[src/pesc_consts.svh]
// Constants for the performance event selector and counters.
// Assumes the includer wants plain text macros; no logic lives here.
//
// Contract
// - Code 14h with mask 00h counts every cycle the divider is busy, on counter zero only.
// - Code 18h counts divider-busy cycles with no younger unit or L1-hit load active, counter zero only.
// - Code 19h mask 00h counts each float op taking a non-float result at once, counter one only.
// - Code 19h mask 01h counts each vector op taking a non-vector result at once, counter one only.
// - Code 19h mask 02h adds the forwarding penalty cycles that loads incur, counter one only.
// - Code 21h counts cycles the second-level address bus is used, for this core or both cores.
// - Code 23h counts cycles the second-level data bus moves data to the core, per core choice.
// - Code 24h counts each line allocated into the second-level cache.
// - For code 24h the mask picks demand, prefetch or both, and this core or both cores.
// - Code 25h counts each modified line written back from the L1 data cache, per core choice.
`ifndef PESC_CONSTS_SVH
`define PESC_CONSTS_SVH

// ----------------------------------------------------------------
// Event codes and unit masks
// ----------------------------------------------------------------
`define PESC_EV_DIV_BUSY   8'h14
`define PESC_EV_IDLE_DIV   8'h18
`define PESC_EV_XFWD       8'h19
`define PESC_EV_L2_ADDR    8'h21
`define PESC_EV_L2_RD      8'h23
`define PESC_EV_L2_ALLOC   8'h24
`define PESC_EV_L2_DIRTY   8'h25
`define PESC_UM_NONE       8'h00
`define PESC_UM_XFWD_VEC   8'h01
`define PESC_UM_XFWD_LOAD  8'h02

// ----------------------------------------------------------------
// Unit mask fields
// ----------------------------------------------------------------
`define PESC_UM_CORE_HI    7
`define PESC_UM_CORE_LO    6
`define PESC_UM_PF_HI      5
`define PESC_UM_PF_LO      4
`define PESC_UM_CORE_RSV   8'h3f
`define PESC_UM_ALLOC_RSV  8'h0f
`define PESC_CORE_THIS     2'h1
`define PESC_CORE_BOTH     2'h3
`define PESC_PF_DEMAND     2'h0
`define PESC_PF_ONLY       2'h1
`define PESC_PF_ALL        2'h3

// ----------------------------------------------------------------
// Widths and reset values
// ----------------------------------------------------------------
`define PESC_CNT_W         40
`define PESC_INC_W         3
`define PESC_CNT_RST       40'h0

`endif

[src/pesc_pkg.sv]
// Types shared by the event selector and its counters.
// Assumes pesc_consts.svh is on the include path.
`default_nettype none
`include "pesc_consts.svh"

package pesc_pkg;

  // One counter's selection as written by the counter bank
  typedef struct packed {
    logic       enable;
    logic [7:0] event_code;
    logic [7:0] umask;
  } pesc_sel_t;

  // Event pulses and levels; bit 0 is this core, bit 1 the other core
  typedef struct packed {
    logic       div_start;
    logic       div_done;
    logic       young_exec_busy;
    logic       young_load_busy;
    logic       float_cross_unit_forward;
    logic       vector_cross_unit_forward;
    logic       load_forward_penalty;
    logic [1:0] second_level_addr_bus_cycles;
    logic [1:0] second_level_read_data_cycles;
    logic [1:0] alloc_demand;
    logic [1:0] alloc_prefetch;
    logic [1:0] dirty_line_writebacks_to_second_level;
  } pesc_events_t;

  typedef struct packed {
    logic                   ok;
    logic [`PESC_INC_W-1:0] inc;
  } pesc_hit_t;

  typedef enum logic {PESC_DIV_IDLE, PESC_DIV_RUN} pesc_div_state_t;

endpackage : pesc_pkg
`default_nettype wire

[src/pesc_divmon.sv]
// Tracks divider occupancy and whether only the divider is working.
// Assumes start and done are one-cycle pulses from the divider.
`timescale 1ns/1ps
`default_nettype none
`include "pesc_consts.svh"

module pesc_divmon (
  // Clock and reset
  input  wire logic                   clk,
  input  wire logic                   srst,
  // Divider and unit activity
  input  wire logic                   div_start,
  input  wire logic                   div_done,
  input  wire logic                   young_exec,
  input  wire logic                   young_load,
  // Status
  output logic                        busy,
  output logic                        quiet
);

  pesc_pkg::pesc_div_state_t state;
  pesc_pkg::pesc_div_state_t next_state;

  always_comb begin
    next_state = state;
    case (state)
      pesc_pkg::PESC_DIV_IDLE: begin
        if (div_start && !div_done) begin
          next_state = pesc_pkg::PESC_DIV_RUN;
        end
      end
      pesc_pkg::PESC_DIV_RUN: begin
        if (div_done) begin
          next_state = pesc_pkg::PESC_DIV_IDLE;
        end
      end
      default: next_state = pesc_pkg::PESC_DIV_IDLE;
    endcase
  end

  always_ff @(posedge clk) begin
    if (srst) begin
      state <= pesc_pkg::PESC_DIV_IDLE;
    end else begin
      state <= next_state;
    end
  end

  // Busy from the start cycle through the done cycle
  assign busy  = div_start || (state == pesc_pkg::PESC_DIV_RUN);
  assign quiet = busy && !young_exec && !young_load;

endmodule : pesc_divmon
`default_nettype wire

[src/pesc_accum.sv]
// One general counter: loadable, adds a small increment each clock.
// Assumes load has priority over counting in the same cycle.
`timescale 1ns/1ps
`default_nettype none
`include "pesc_consts.svh"

module pesc_accum (
  // Clock and reset
  input  wire logic                   clk,
  input  wire logic                   srst,
  // Load and increment
  input  wire logic                   load,
  input  wire logic [`PESC_CNT_W-1:0] load_value,
  input  wire logic [`PESC_INC_W-1:0] inc,
  // Value
  output logic      [`PESC_CNT_W-1:0] count
);

  logic [`PESC_CNT_W-1:0] next_count;

  // Wraps silently; overflow handling sits in the counter bank
  always_comb begin
    if (load) begin
      next_count = load_value;
    end else begin
      next_count = count + `PESC_CNT_W'(inc);
    end
  end

  always_ff @(posedge clk) begin
    if (srst) begin
      count <= `PESC_CNT_RST;
    end else begin
      count <= next_count;
    end
  end

endmodule : pesc_accum
`default_nettype wire

[src/pesc_top.sv]
// Event selector and two general counters.
// Assumes event inputs are synchronous to CLK and selections are held
// steady by the counter bank while counting.
`timescale 1ns/1ps
`default_nettype none
`include "pesc_consts.svh"

module pesc_top (
  // Clock and reset
  input  wire logic                   CLK,
  input  wire logic                   SRST,
  // Counter selections
  input  wire pesc_pkg::pesc_sel_t    SEL0,
  input  wire pesc_pkg::pesc_sel_t    SEL1,
  // Event sources
  input  wire pesc_pkg::pesc_events_t EVENTS,
  // Counter loads
  input  wire logic                   LOAD0,
  input  wire logic                   LOAD1,
  input  wire logic [`PESC_CNT_W-1:0] LOAD_VALUE,
  // Counter values and selection status
  output logic      [`PESC_CNT_W-1:0] COUNT0,
  output logic      [`PESC_CNT_W-1:0] COUNT1,
  output logic      [1:0]             SEL_OK
);

  // ----------------------------------------------------------------
  // Decode helpers
  // ----------------------------------------------------------------
  function automatic logic [`PESC_INC_W-1:0] pesc_core_sum(
    input logic [1:0] v,
    input logic [1:0] core
  );
    logic [`PESC_INC_W-1:0] r;
    r = '0;
    if (core == `PESC_CORE_BOTH) begin
      r = `PESC_INC_W'(v[0]) + `PESC_INC_W'(v[1]);
    end else if (core == `PESC_CORE_THIS) begin
      r = `PESC_INC_W'(v[0]);
    end
    return r;
  endfunction : pesc_core_sum

  function automatic pesc_pkg::pesc_hit_t pesc_decode(
    input logic                  is_one,
    input pesc_pkg::pesc_sel_t   s,
    input pesc_pkg::pesc_events_t e,
    input logic                  busy,
    input logic                  quiet
  );
    pesc_pkg::pesc_hit_t h;
    logic [1:0]          core;
    logic [1:0]          pf;
    logic                core_ok;
    h       = '0;
    core    = s.umask[`PESC_UM_CORE_HI:`PESC_UM_CORE_LO];
    pf      = s.umask[`PESC_UM_PF_HI:`PESC_UM_PF_LO];
    core_ok = (core == `PESC_CORE_THIS) || (core == `PESC_CORE_BOTH);
    case (s.event_code)
      `PESC_EV_DIV_BUSY: begin
        h.ok  = !is_one && (s.umask == `PESC_UM_NONE);
        h.inc = `PESC_INC_W'(busy);
      end
      `PESC_EV_IDLE_DIV: begin
        h.ok  = !is_one && (s.umask == `PESC_UM_NONE);
        h.inc = `PESC_INC_W'(quiet);
      end
      `PESC_EV_XFWD: begin
        h.ok = is_one;
        case (s.umask)
          `PESC_UM_NONE:      h.inc = `PESC_INC_W'(e.float_cross_unit_forward);
          `PESC_UM_XFWD_VEC:  h.inc = `PESC_INC_W'(e.vector_cross_unit_forward);
          `PESC_UM_XFWD_LOAD: h.inc = `PESC_INC_W'(e.load_forward_penalty);
          default:            h.ok  = 1'b0;
        endcase
      end
      `PESC_EV_L2_ADDR: begin
        h.ok  = core_ok && ((s.umask & `PESC_UM_CORE_RSV) == 8'h00);
        h.inc = pesc_core_sum(e.second_level_addr_bus_cycles, core);
      end
      `PESC_EV_L2_RD: begin
        h.ok  = core_ok && ((s.umask & `PESC_UM_CORE_RSV) == 8'h00);
        h.inc = pesc_core_sum(e.second_level_read_data_cycles, core);
      end
      `PESC_EV_L2_ALLOC: begin
        h.ok = core_ok && ((s.umask & `PESC_UM_ALLOC_RSV) == 8'h00);
        case (pf)
          `PESC_PF_ALL:    h.inc = pesc_core_sum(e.alloc_demand, core)
                                 + pesc_core_sum(e.alloc_prefetch, core);
          `PESC_PF_ONLY:   h.inc = pesc_core_sum(e.alloc_prefetch, core);
          `PESC_PF_DEMAND: h.inc = pesc_core_sum(e.alloc_demand, core);
          default:         h.ok  = 1'b0;
        endcase
      end
      `PESC_EV_L2_DIRTY: begin
        h.ok  = core_ok && ((s.umask & `PESC_UM_CORE_RSV) == 8'h00);
        h.inc = pesc_core_sum(e.dirty_line_writebacks_to_second_level, core);
      end
      default: h.ok = 1'b0;
    endcase
    if (!h.ok || !s.enable) begin
      h.inc = '0;
    end
    return h;
  endfunction : pesc_decode

  // ----------------------------------------------------------------
  // Event capture
  // ----------------------------------------------------------------
  // One register stage keeps long source wires off the adder path
  pesc_pkg::pesc_events_t ev_q;
  pesc_pkg::pesc_events_t next_ev_q;
  logic                   div_busy;
  logic                   div_quiet;

  always_comb begin
    next_ev_q = EVENTS;
  end

  always_ff @(posedge CLK) begin
    if (SRST) begin
      ev_q <= '0;
    end else begin
      ev_q <= next_ev_q;
    end
  end

  pesc_divmon u_divmon (
    .clk        (CLK),
    .srst       (SRST),
    .div_start  (ev_q.div_start),
    .div_done   (ev_q.div_done),
    .young_exec (ev_q.young_exec_busy),
    .young_load (ev_q.young_load_busy),
    .busy       (div_busy),
    .quiet      (div_quiet)
  );

  // ----------------------------------------------------------------
  // Selection and counting
  // ----------------------------------------------------------------
  pesc_pkg::pesc_hit_t hit0;
  pesc_pkg::pesc_hit_t hit1;
  logic [1:0]          next_sel_ok;

  always_comb begin
    hit0        = pesc_decode(1'b0, SEL0, ev_q, div_busy, div_quiet);
    hit1        = pesc_decode(1'b1, SEL1, ev_q, div_busy, div_quiet);
    next_sel_ok = {hit1.ok, hit0.ok};
  end

  always_ff @(posedge CLK) begin
    if (SRST) begin
      SEL_OK <= 2'h0;
    end else begin
      SEL_OK <= next_sel_ok;
    end
  end

  pesc_accum u_cnt0 (
    .clk        (CLK),
    .srst       (SRST),
    .load       (LOAD0),
    .load_value (LOAD_VALUE),
    .inc        (hit0.inc),
    .count      (COUNT0)
  );

  pesc_accum u_cnt1 (
    .clk        (CLK),
    .srst       (SRST),
    .load       (LOAD1),
    .load_value (LOAD_VALUE),
    .inc        (hit1.inc),
    .count      (COUNT1)
  );

  // ----------------------------------------------------------------
  // Checks
  // ----------------------------------------------------------------
  logic sel0_on;
  logic sel1_on;
  assign sel0_on = SEL0.enable && !LOAD0 && !SRST;
  assign sel1_on = SEL1.enable && !LOAD1 && !SRST;

  div_busy_cnt_a: assert property (
    @(posedge CLK) disable iff (SRST)
    (sel0_on && SEL0.event_code == `PESC_EV_DIV_BUSY && SEL0.umask == `PESC_UM_NONE
     && $past(ev_q.div_start) == 1'b0 && ev_q.div_start)
    |=> COUNT0 == $past(COUNT0) + 40'h1)
    else $error("divider busy cycle not counted");

  idle_div_cnt_a: assert property (
    @(posedge CLK) disable iff (SRST)
    (sel0_on && SEL0.event_code == `PESC_EV_IDLE_DIV && SEL0.umask == `PESC_UM_NONE)
    |=> COUNT0 == $past(COUNT0) + 40'(
        $past(div_busy && !ev_q.young_exec_busy && !ev_q.young_load_busy)))
    else $error("divider-alone count wrong");

  fp_fwd_cnt_a: assert property (
    @(posedge CLK) disable iff (SRST)
    (sel1_on && SEL1.event_code == `PESC_EV_XFWD && SEL1.umask == `PESC_UM_NONE)
    |=> COUNT1 == $past(COUNT1) + 40'($past(ev_q.float_cross_unit_forward)))
    else $error("float forward count wrong");

  vec_fwd_cnt_a: assert property (
    @(posedge CLK) disable iff (SRST)
    (sel1_on && SEL1.event_code == `PESC_EV_XFWD && SEL1.umask == `PESC_UM_XFWD_VEC
     && ev_q.vector_cross_unit_forward)
    |=> COUNT1 == $past(COUNT1) + 40'h1)
    else $error("vector forward not counted");

  load_pen_cnt_a: assert property (
    @(posedge CLK) disable iff (SRST)
    (sel1_on && SEL1.event_code == `PESC_EV_XFWD && SEL1.umask == `PESC_UM_XFWD_LOAD)
    |=> COUNT1 == $past(COUNT1) + 40'($past(ev_q.load_forward_penalty)))
    else $error("load penalty count wrong");

  addr_both_cnt_a: assert property (
    @(posedge CLK) disable iff (SRST)
    (sel1_on && SEL1.event_code == `PESC_EV_L2_ADDR && SEL1.umask == 8'hc0)
    |=> COUNT1 == $past(COUNT1) + 40'($past(ev_q.second_level_addr_bus_cycles[0]))
                 + 40'($past(ev_q.second_level_addr_bus_cycles[1])))
    else $error("address bus both-core count wrong");

  rd_this_cnt_a: assert property (
    @(posedge CLK) disable iff (SRST)
    (sel0_on && SEL0.event_code == `PESC_EV_L2_RD && SEL0.umask == 8'h40)
    |=> COUNT0 == $past(COUNT0) + 40'($past(ev_q.second_level_read_data_cycles[0])))
    else $error("read data this-core count wrong");

  alloc_all_cnt_a: assert property (
    @(posedge CLK) disable iff (SRST)
    (sel0_on && SEL0.event_code == `PESC_EV_L2_ALLOC && SEL0.umask == 8'h70)
    |=> COUNT0 == $past(COUNT0) + 40'($past(ev_q.alloc_demand[0]))
                 + 40'($past(ev_q.alloc_prefetch[0])))
    else $error("allocation count wrong");

  alloc_pf_only_a: assert property (
    @(posedge CLK) disable iff (SRST)
    (sel1_on && SEL1.event_code == `PESC_EV_L2_ALLOC && SEL1.umask == 8'hd0)
    |=> COUNT1 == $past(COUNT1) + 40'($past(ev_q.alloc_prefetch[0]))
                 + 40'($past(ev_q.alloc_prefetch[1])))
    else $error("prefetch allocation count wrong");

  dirty_wb_cnt_a: assert property (
    @(posedge CLK) disable iff (SRST)
    (sel0_on && SEL0.event_code == `PESC_EV_L2_DIRTY && SEL0.umask == 8'h40
     && ev_q.dirty_line_writebacks_to_second_level[0])
    |=> COUNT0 == $past(COUNT0) + 40'h1)
    else $error("dirty write-back not counted");

  wrong_cnt_hold_a: assert property (
    @(posedge CLK) disable iff (SRST)
    (sel1_on && (SEL1.event_code == `PESC_EV_DIV_BUSY
                 || SEL1.event_code == `PESC_EV_IDLE_DIV))
    |=> COUNT1 == $past(COUNT1) ##0 SEL_OK[1] == 1'b0)
    else $error("forbidden counter placement counted");

  div_done_cnt_a: assert property (
    @(posedge CLK) disable iff (SRST)
    (sel0_on && SEL0.event_code == `PESC_EV_DIV_BUSY && SEL0.umask == `PESC_UM_NONE
     && ev_q.div_done)
    |=> COUNT0 == $past(COUNT0) + 40'h1)
    else $error("divider last busy cycle not counted");

  rd_both_cnt_a: assert property (
    @(posedge CLK) disable iff (SRST)
    (sel1_on && SEL1.event_code == `PESC_EV_L2_RD && SEL1.umask == 8'hc0)
    |=> COUNT1 == $past(COUNT1) + 40'($past(ev_q.second_level_read_data_cycles[0]))
                 + 40'($past(ev_q.second_level_read_data_cycles[1])))
    else $error("read data both-core count wrong");

  // ----------------------------------------------------------------
  // Refusal checks
  // ----------------------------------------------------------------
  sel_off_hold_a: assert property (
    @(posedge CLK) disable iff (SRST)
    (!SEL0.enable && !LOAD0)
    |=> COUNT0 == $past(COUNT0))
    else $error("disabled counter moved");

  xfwd_cnt0_hold_a: assert property (
    @(posedge CLK) disable iff (SRST)
    (sel0_on && SEL0.event_code == `PESC_EV_XFWD)
    |=> COUNT0 == $past(COUNT0) ##0 SEL_OK[0] == 1'b0)
    else $error("forwarding event counted on counter zero");

  rsv_umask_hold_a: assert property (
    @(posedge CLK) disable iff (SRST)
    (sel1_on && SEL1.event_code == `PESC_EV_L2_ADDR && SEL1.umask[5:0] != 6'h00)
    |=> COUNT1 == $past(COUNT1) ##0 SEL_OK[1] == 1'b0)
    else $error("reserved mask bits counted");

endmodule : pesc_top
`default_nettype wire

[config.mk]
export PLATFORM = sky130hd
export DESIGN_NAME = pesc_top
export DESIGN_NICKNAME = d
export VERILOG_FILES = /design/src/pesc_pkg.sv /design/src/pesc_divmon.sv /design/src/pesc_accum.sv /design/src/pesc_top.sv
export VERILOG_INCLUDE_DIRS = /design/src
export SDC_FILE = /design/constraint.sdc
export NUM_CORES = 1
export LEC_CHECK = 0
export ABC_AREA = 1
export BUFFER_PORTS_ARGS = -buffer_cell sky130_fd_sc_hd__buf_2
export CAP_MARGIN = 20
export CORE_MARGIN = 2
export CORE_UTILIZATION = 59
export DETAILED_ROUTE_END_ITERATION = 7
export GPL_TIMING_DRIVEN = 1
export PLACE_DENSITY = 0.93
export SYNTH_ARGS = -nofsm -noshare
export SYNTH_HDL_FRONTEND = slang
export SYNTH_HIERARCHICAL = 1
export SYNTH_SLANG_ARGS = --single-unit
export TNS_END_PERCENT = 20
[constraint.sdc]
create_clock -name CLK -period 6.2 [get_ports CLK]
set_input_delay 1.86 -clock CLK [delete_from_list [all_inputs] [get_ports CLK]]
set_output_delay 1.86 -clock CLK [all_outputs]
set_load 0.02 [all_outputs]
# Word level (Yosys, flattened, before mapping)
# Cells that the tools add are included.
# W data, S select, Z words.
[totals]
output_inout_bits = 82
elab_cells = 131
in_bits = 95
reg_bits = 100
[classes]
n_addsub = 9
bitwise = 1
eq_ne = 26
n_mux = 46
reduce_logical = 33
[ops]
columns = ["cell", "n"]
rows = [
  ["$add A40 B3 Y40", 2],
  ["$mux W40", 2],
  ["$eq A8 B6 Y1 const B", 8],
  ["$mux W3", 18],
  ["$eq A8 B5 Y1 const B", 6],
  ["$logic_not A8 Y1", 6],
  ["$pmux W3 S7", 2],
  ["$pmux W3 S3", 2],
  ["$eq A8 B1 Y1 const B", 2],
  ["$eq A8 B2 Y1 const B", 2],
  ["$mux W1", 15],
  ["$reduce_or A3 Y1", 5],
  ["$pmux W1 S3", 4],
  ["$add A1 B1 Y2", 5],
  ["$eq A2 B1 Y1 const B", 4],
  ["$eq A2 B2 Y1 const B", 4],
  ["$logic_and A1 B1 Y1", 7],
  ["$logic_not A1 Y1", 7],
  ["$add A3 B3 Y3", 2],
  ["$logic_or A1 B1 Y1", 5],
  ["$logic_not A2 Y1", 2],
  ["$mux W2", 2],
  ["$pmux W1 S2", 1],
  ["$reduce_or A2 Y1", 1],
  ["$not A1 Y1", 1],
]

# Depth between registers and ports, before layout
# Gate-level depths: netlist of the first run.
[depth]
ltp_word = 11
mapped_depth = 22
ltp_nobuf = 22

# By module
# The synthesis of the first run kept the hierarchy.
[modules_own_cells]
columns = ["mod", "area_each_um2", "instances", "cells_per_inst", "seq_area_each_um2"]
rows = [
  ["pesc_accum", 2793.9, 2, 464, 800.8],
  ["pesc_top", 1575.3, 1, 283, 380.4],
  ["pesc_divmon", 60.1, 1, 11, 20.0],
]

# Worst setup path before layout of the first run
# Ideal clock, no wire load.
[synth_timing]
path_type = "input to register"
start = "input SEL1[6] (netlist name)"
end = "register u_cnt1.count[14]"
setup_time_ns = 0.115
slack_ns = 1.835
path_buffers = 0
arrival_ns = 4.250
required_time_ns = 6.085
path_stages = 18
cell_sequence = "inv_1 -> nor2_1 -> nand2_1 -> nand2_1 -> ha_1 -> fa_1 -> nand3_1 -> a31oi_1 -> a21oi_1 -> nor2_1 -> fa_1 -> nand3_1 -> nand2_4 -> nand2_2 -> nor2_4 -> xor2_1 -> o21ai_0 -> inv_1"
[synth_lines]
columns = ["element", "line", "text"]
rows = [
  ["start: declaration", "pesc_top.sv:14", "input wire pesc_pkg::pesc_sel_t SEL1,"],
  ["end signal: assignment", "pesc_accum.sv:32", "count <= `PESC_CNT_RST;"],
  ["end signal: assignment", "pesc_accum.sv:34", "count <= next_count;"],
  ["end: declaration", "pesc_accum.sv:16", "output logic [`PESC_CNT_W-1:0] count"],
]

==> results.ini, run 1 <==
[worst_setup_path]
worstPathRequired_ns=6.46
setup.worst_path.end_class=flip-flop
cpPeakStageDelay_ns=0.48
criticalPathCategory=in -> reg
path_buf_inv=3
path_cells=buf_2 > nand2_1 > inv_1 > nand2_1 > nand2_1 > ha_1 > fa_1 > nand3_1 > a31oi_1 > a21oi_1 > nor2_1 > ha_1 > nor2_1 > nand2_1 > nand2_1 > nor2_1 > nand3_1 > nand2_1 > nand3_1 > nand2_1 > inv_1
cp.arrival_ns=4.84
cpMostUsedCell=nand2_1
start_kind=primary input
slowest_stage=fa_1
critPathMaxFanout=6
cp_top_family=simple AND/OR/NAND/NOR gates

[grt]
grt_pass1_wl_mm=35.3
grt_pass1_vias=7325
grt_max_degree=54
grt_usage_pct=34.3
antenna_found_initial=0
grt.overflow.total=0

[power_and_ir_drop]
power_density_nw_per_um2=199
p_clk_share_pct=38.5
power_frac_seq_pct=43.5
p_switching_mw=0.509
leakagePower_nw=4.32
ir_drop_mv=0.214
power_frac_comb_pct=17.9
p_sw_share_pct=30.0
intPower_mw=1.19

[clock_tree]
cts-hold-fix-buffers=0
clockBufferDepth=2
cts_setup_buffers=0
path_clk_slew_ns=0.07
post_cts_resize_count=0
cts_sinks=100
clkLatencyLatePin_ns=0.36
clockRootBuffer=clkbuf_16
cts_made_buffers=9
cts_tree=yes
htree_levels=3

[run_status]
outcome=finished clean

[logic_synthesis]
synth_cell_types=33
yosysTopAreaCell=dfxtp_1
syn_area_um2=7220
synth_top_area_share_pct=27.7
synth_area_per_cell_um2=5.91
synth_seq_cells=100
yosys_warnings=6
syn-instance-count=1222
synth_area_leaders=dfxtp_1 (28%), nand2_1 (17%), nor2_1 (15%)
synth.yosys.seq_area_share_pct=27.7
syn_nets=1334

[cells_and_area]
finalInstanceArea_um2=8540
fin_nets=1496
antenna_cells_inserted=0
num-fill-cells=1044
drive_above_1_share_pct=18.4
area_growth_pct=18.2

[floorplan]
rows=40
die_w_um=115
num_io_pins=177
dieArea_um2=13100
start_util_pct=60.4
fp.dieH_um=115
coreArea_um2=12000

[routing]
antenna_left=0
via_per_inst=5.35
drc=0
drtIter0Drc=809
vias=8222
wl_per_cell_um=14.6
firstDrtPassIters=5
postRouteWirelength_mm=22.4

[sta]
final.min_clock_period_ns=4.58
rsz0062_at_grt=false
maxSlewViolCount=0
hold_viol=0
holdWs_ns=0.456
post-route-period-util_pct=73.9
worst_pin_slew_ns=0.930
finClkSkew_ns=0.00675
setup_viol=0
relSlewSlack_pct=38.0
setup_tns_ns=0
clock.fmax_ghz=0.218

[placed_design]
dp_hpwl_mm=17.5
gp_congestion=0.949
place_area_um2=8200
portBuffers=176

[min_path]
hp-class=reg -> reg

[flow_run]
max_cap_viol_count=0

-- through the flow --
stage	utilization, %	std cells	setup WS [ns]	power, mW
2_1_floorplan	-	1222	1.83	0.924
3_3_place_gp	68.5	1520	1.49	1.04
3_5_place_dp	68.5	1520	1.35	1.05
4_1_cts	71.4	1536	1.70	1.69
5_1_grt	71.4	1536	1.42	1.76
6_report	71.4	1536	1.62	1.70
-- power by group through the flow --
stage | logic (mW) | clock network (mW) | registers [mW]
CTS | 0.300 | 0.655 | 0.737
global route | 0.336 | 0.683 | 0.744
global placement | 0.291 | 0 | 0.751
floorplan | 0.143 | 0 | 0.781
finish | 0.304 | 0.653 | 0.738
detailed placement | 0.297 | 0 | 0.751
-- per-layer routing --
layer	up-vias	GRT usage (%)	part of all wire [%]
met3	60	6.30	9.9
met4	0	12.8	3.0
li1	4077	-	-
met5	-	0	0
met2	454	53.8	44
met1	3631	46.9	43
-- flip-flops by register name (all words and copies together) (netlist names) --
register	count
u_cnt0/count	40
u_divmon/state	1
ev_q	17
SEL_OK	2
u_cnt1/count	40
-- cells in the final DEF, fill, tap and decap left out, types with 2 or more instances in the layout --
cell type	synthesis	routed
clkbuf_16	0	9
xnor2_1	16	16
buf_4	0	3
dfxtp_1	100	100
buf_2	8	176
o21ai_0	34	34
or2_1	2	2
nor2_1	286	286
inv_1	163	162
clkinvlp_4	0	2
and2_1	3	3
ha_1	13	13
o21ai_1	6	6
a21oi_1	19	19
nand3_4	2	2
nand3_1	88	88
xor2_1	20	20
nor2_2	21	21
nand2_4	2	2
fa_1	4	4
nand2_2	15	15
nand4_1	19	19
clkinv_2	0	2
nand2_1	328	328
nand3_2	4	4
nor2_4	16	16
bufinv_16	0	3
nand3b_1	25	25
-- cell usage after synthesis (all sizes together) --
| cell | count |
|---|---|
| nand2 | 345 |
| nor2 | 323 |
| inv | 163 |
| dfxtp | 100 |
| nand3 | 94 |
| o21ai | 40 |
| nand3b | 25 |
| xor2 | 20 |
| a21oi | 19 |
| nand4 | 19 |
| clkbuf | 18 |
| xnor2 | 16 |
| ha | 13 |
| buf | 10 |
| fa | 4 |
| and2 | 3 |
| nor3 | 2 |
| or2 | 2 |
| a22oi | 1 |
| a31oi | 1 |
| and3 | 1 |
| nor4 | 1 |
| o211ai | 1 |
| o22ai | 1 |
-- logic make-up after synthesis --
family	after synthesis	share of synthesized area [%]
AOI/OAI and AO/OA	63	4.47
xor gates and xnor gates	36	4.37
adders and majority gates	17	3.36
buffers and inverters	191	10.1
DFF	100	27.7
and+or+nand+nor	815	50.0
-- cell type report --
cell class,count,area (um2),share of cell area [%]
Clock buffer,9,225,2.64
Clock inverter,7,115,1.35
Inverter,163,612,7.17
Multi-Input combinational cell,931,4490,52.7
Sequential cell,100,2000,23.5
Tap cell,147,184,2.15
Timing Repair Buffer,179,903,10.6
-- final timing paths --
kind	to	from	slack (ns)	cells after the start
worst min-delay path	u_divmon/state	ev_q[15]	0.46	3
worst max-delay path	u_cnt1/count[39]	SEL1[6]	1.62	21
worst max register to register	u_cnt1/count[39]	ev_q[4]	2.80	19
worst min register to register	u_divmon/state	ev_q[15]	0.46	3
-- tightest hold or removal path, cell delays in order, from the launching register on --
cell	delay, ns
dfxtp_1	0.31
inv_1	0.03
nand2_1	0.04
nor2_1	0.03
Note: power is estimated with default switching activity, not from simulation.
==> run 2: changes to the inputs <==
Settings changed: CORE_UTILIZATION 59 to 55, PLACE_DENSITY 0.93 to 0.88.
Clock period 6.2 ns to 4.48 ns, I/O delays scaled along.
==> results.ini, run 2 (synthesis results as in run 1) <==
[run_status]
outcome=finished clean

[placed_design]
portBuffers=176
gp_congestion=0.993
dp_hpwl_mm=17.6

[clock_tree]
clockBufferDepth=2
cts_made_buffers=9
htree_levels=3
clkLatencyLatePin_ns=0.35
post_cts_resize_count=0
cts-hold-fix-buffers=0
path_clk_slew_ns=0.07
cts_setup_buffers=0
clockRootBuffer=clkbuf_16
cts_sinks=100
cts_tree=yes

[sta]
post-route-period-util_pct=90.4
maxSlewViolCount=0
finClkSkew_ns=0.00653
worst_pin_slew_ns=0.650
relSlewSlack_pct=56.4
final.min_clock_period_ns=4.05
hold_viol=0
clock.fmax_ghz=0.247
setup_tns_ns=0
setup_viol=0
holdWs_ns=0.452
rsz0062_at_grt=false

[worst_setup_path]
criticalPathCategory=in -> reg
cpPeakStageDelay_ns=0.47
path_buf_inv=4
r2r_end=u_cnt1/count[38]
setup.worst_path.end_class=flip-flop
slowest_stage=fa_1
critPathLaunch=SEL1[6]
crit_end=u_cnt1/count[22]
path_cells=buf_2 > inv_1 > nor2_1 > nand2_1 > nand2_1 > ha_1 > fa_1 > nand3_1 > a31oi_1 > a21oi_1 > nor2_1 > fa_1 > nand3_1 > nand2_4 > nand2_2 > inv_1 > nand3b_1 > nand3_1 > nand2_1 > inv_1
reg2reg_from=ev_q[4]
start_kind=primary input
critPathMaxFanout=8
cp_top_family=simple AND/OR/NAND/NOR gates
cp.arrival_ns=4.31
critical_path_depth=20
worstPathRequired_ns=4.73
rr_worst_depth=19
r2r_slack_ns=1.13

[floorplan]
rows=41
dieArea_um2=14100
die_w_um=119
start_util_pct=56.8
fp.dieH_um=119
coreArea_um2=12700
num_io_pins=177

[cells_and_area]
layout_commonest_cell=nand2_1
drive_above_1_share_pct=18.4
final_cell_mix=nand2_1 (328), nor2_1 (286), buf_2 (176)
fin_nets=1498
antenna_cells_inserted=0
area_growth_pct=18.7
num-fill-cells=1184
reg.largest.list=u_cnt0/count (40), u_cnt1/count (40), ev_q (17)

[power_and_ir_drop]
power_density_nw_per_um2=267
ir_drop_mv=0.155
leakagePower_nw=4.33

[grt]
grt_max_degree=57
grt.overflow.total=0
grt_usage_pct=31.1
grt_pass1_wl_mm=35.3
antenna_found_initial=0
grt_pass1_vias=7416

[routing]
drc=0
firstDrtPassIters=7
vias=8098
wl_per_cell_um=14.1
drtIter0Drc=750
via_per_inst=5.18
postRouteWirelength_mm=22.0
antenna_left=0

[flow_run]
max_cap_viol_count=0

[min_path]
hp-class=reg -> reg

==> run 2: cell types whose count changed in the layout (fill, tap and decap cells not counted), sizes merged <==
cell,before,now
clkbuf,9,12
clkinvlp,2,1
bufinv,3,2
buf,179,181
clkinv,3,2
==> run 2: per-stage QoR <==
stage / utilization [%] / power, mW / area, um2 / cells / setup slack [ns]
2_1_floorplan: - / 1.28 / 7220 / 1222 / 0.631
3_3_place_gp: 64.9 / 1.44 / 8250 / 1547 / 0.242
3_5_place_dp: 64.9 / 1.45 / 8250 / 1547 / 0.104
4_1_cts: 67.4 / 2.29 / 8570 / 1563 / 0.452
5_1_grt: 67.4 / 2.39 / 8570 / 1563 / 0.151
6_report: 67.4 / 2.29 / 8570 / 1563 / 0.429
==> run 2: where the power goes <==
part,internal (mW),switching [mW]
registers,0.948,0.0744
clock network,0.505,0.347
logic,0.153,0.266
total,1.61,0.687
==> run 2: area by class of cell <==
class | instances | area (um2) | share of cell area, %
Sequential cell | 100 | 2000 | 23.4
Tap cell | 172 | 215 | 2.51
Clock buffer | 12 | 246 | 2.88
Multi-Input combinational cell | 931 | 4490 | 52.4
Timing Repair Buffer | 181 | 931 | 10.9
Clock inverter | 4 | 72.6 | 0.846
Inverter | 163 | 612 | 7.14
==> run 2: how the worst min path moves through the flow <==
stage	endpoint	from	slack, ns	depth (start not counted)
2_1_floorplan	u_divmon/state	ev_q[15]	0.43	3
3_3_place_gp	u_divmon/state	ev_q[15]	0.44	3
3_5_place_dp	u_divmon/state	ev_q[15]	0.44	3
4_1_cts	u_divmon/state	ev_q[15]	0.45	3
5_1_grt	u_divmon/state	ev_q[15]	0.48	3
6_report	u_divmon/state	ev_q[15]	0.45	3
==> run 2: routing by layer <==
| layer | part of all wire [%] | up-vias | global-route usage [%] | wire length [um] |
|---|---|---|---|---|
| met5 | 0 | - | 0 | 0 |
| met4 | 3.4 | 0 | 11.6 | 758 |
| met3 | 8.9 | 60 | 3.86 | 1970 |
| met2 | 44 | 410 | 50.1 | 9740 |
| met1 | 43 | 3545 | 42.4 | 9580 |
| li1 | - | 4083 | - | - |
==> run 2: worst min-delay path, cell delays in order (launching register included) <==
cell and delay, ns:
dfxtp_1 0.31, inv_1 0.03, nand2_1 0.04, nor2_1 0.03
==> run 3: changes to the inputs <==
Settings changed: BUFFER_PORTS_ARGS -buffer_cell sky130_fd_sc_hd__buf_2 to unset, CELL_PAD_IN_SITES_DETAIL_PLACEMENT set to 0, CELL_PAD_IN_SITES_GLOBAL_PLACEMENT set to 1, CORE_UTILIZATION 55 to 44, DONT_BUFFER_PORTS set to 1, PLACE_DENSITY 0.88 to 0.87, REMOVE_ABC_BUFFERS set to 1.
==> results.ini, run 3 (synthesis results as in run 1) <==
[routing]
antenna_left=0
drtIter0Drc=623
via_per_inst=5.07
postRouteWirelength_mm=23.5
vias=7238
firstDrtPassIters=7
drc=0
wl_per_cell_um=16.5

[floorplan]
rows=46
num_io_pins=177
fp.dieH_um=132
dieArea_um2=17500
start_util_pct=45.3
coreArea_um2=15900
die_w_um=132

[power_and_ir_drop]
power_density_nw_per_um2=278
finalPower_mw=2.15
leakagePower_nw=3.55
ir_drop_mv=0.195

[worst_setup_path]
r2r_end=u_cnt1/count[23]
rr_worst_depth=19
cpPeakStageDelay_ns=0.47
slowest_stage=fa_1
r2r_slack_ns=1.21
critPathMaxFanout=8
setup.worst_path.end_class=flip-flop
path_buf_inv=2
cp.arrival_ns=4.06
worstPathRequired_ns=4.72
path_cells=inv_1 > nor2_1 > nand2_1 > nand2_1 > ha_1 > fa_1 > nand3_1 > a21oi_1 > a21oi_1 > nor2_1 > fa_1 > nand3_1 > nand2_4 > nand2_2 > nor2_4 > xor2_1 > o21ai_0 > inv_1
start_kind=primary input
criticalPathCategory=in -> reg
reg2reg_from=ev_q[2]
cp_top_family=simple AND/OR/NAND/NOR gates

[sta]
clock.fmax_ghz=0.262
final.min_clock_period_ns=3.82
worst_pin_slew_ns=0.544
post-route-period-util_pct=85.3
hold_viol=0
finClkSkew_ns=0.00568
rsz0062_at_grt=false
setup_tns_ns=0
relSlewSlack_pct=63.7
setup_slack_ns=0.659
maxSlewViolCount=0
setup_viol=0
holdWs_ns=0.453

[cells_and_area]
layout_commonest_cell=nand2_1
finalInstanceArea_um2=7720
num-fill-cells=1793
area_growth_pct=6.84
final_cell_mix=nand2_1 (328), nor2_1 (286), inv_1 (161)
fin_nets=1320
reg.largest.list=u_cnt0/count (40), u_cnt1/count (40), ev_q (17)
finalNonFillerCells=1429
antenna_cells_inserted=0
fin_util_pct=48.4
drive_above_1_share_pct=6.68

[clock_tree]
cts_setup_buffers=0
clkLatencyLatePin_ns=0.35
htree_levels=3
path_clk_slew_ns=0.07
clockBufferDepth=2
cts_sinks=100
cts-hold-fix-buffers=0
post_cts_resize_count=0
cts_tree=yes
clockRootBuffer=clkbuf_16
cts_made_buffers=9

[min_path]
hp-class=reg -> reg
holdCritStartpoint=ev_q[15]
hold_depth=3
hold-path-endpoint=u_divmon/state

[placed_design]
numPlacedInstances=1412
portBuffers=0
place_area_um2=7390
gp_congestion=0.951
dp_slack_ns=0.279
dp_hpwl_mm=18.8

[grt]
grt.overflow.total=0
grt_pass1_vias=6581
grt_pass1_wl_mm=36.4
antenna_found_initial=0
grt_max_degree=87
grt_usage_pct=26.6

[flow_run]
max_cap_viol_count=0

[run_status]
outcome=finished clean

==> run 3: changes by cell type in the layout (fill, tap and decap cells not counted), sizes merged <==
| cell | previous run | this run |
|---|---|---|
| buf | 181 | 3 |
| bufinv | 2 | 1 |
| inv | 162 | 163 |
==> run 3: final cells by class <==
| class | instances | area, um2 | area share [%] |
|---|---|---|---|
| timing repair buffer | 3 | 35.0 | 0.454 |
| tap | 216 | 270 | 3.50 |
| sequential | 100 | 2000 | 25.9 |
| clock buffer | 12 | 256 | 3.32 |
| clock inverter | 4 | 47.5 | 0.616 |
| inverter | 163 | 612 | 7.93 |
| multi-input combinational | 931 | 4490 | 58.2 |
==> run 3: where the power goes <==
part / total, mW / switching [mW] / internal (mW)
clock network: 0.811 / 0.348 / 0.462
registers: 1.10 / 0.150 / 0.948
logic: 0.238 / 0.145 / 0.0928
==> run 3: how the worst max path moves through the flow <==
stage | from | end | slack [ns] | depth (start not counted)
floorplan | SEL1[6] | u_cnt1/count[38] | 0.61 | 20
CTS | SEL0[6] | u_cnt0/count[39] | 0.65 | 20
finish | SEL0[6] | u_cnt0/count[14] | 0.66 | 18
global route | SEL0[6] | u_cnt0/count[14] | 0.36 | 18
detailed placement | SEL0[6] | u_cnt0/count[39] | 0.28 | 20
global placement | SEL0[6] | u_cnt0/count[39] | 0.32 | 20
==> run 3: worst reg2reg max path: stages (launching register included) <==
cell and delay, ns:
dfxtp_1 0.35, ha_1 0.35, nand2_1 0.08, nand2_1 0.07, ha_1 0.19, fa_1 0.48
nand3_1 0.08, a31oi_1 0.17, a21oi_1 0.05, nor2_1 0.20, ha_1 0.19, nor2_1 0.05
nand2_1 0.13, nand2_1 0.16, nor2_1 0.27, nand2_1 0.09, nand2_1 0.06, nand3_1 0.08
nand2_1 0.09, inv_1 0.04
==> run 3: per-layer routing <==
metal,vias up,GRT usage [%],wire (um)
met1,3203,36.3,10700
met4,0,9.84,709
met5,-,0,0
met3,41,6.11,2030
li1,3725,-,-
met2,269,41.1,10100
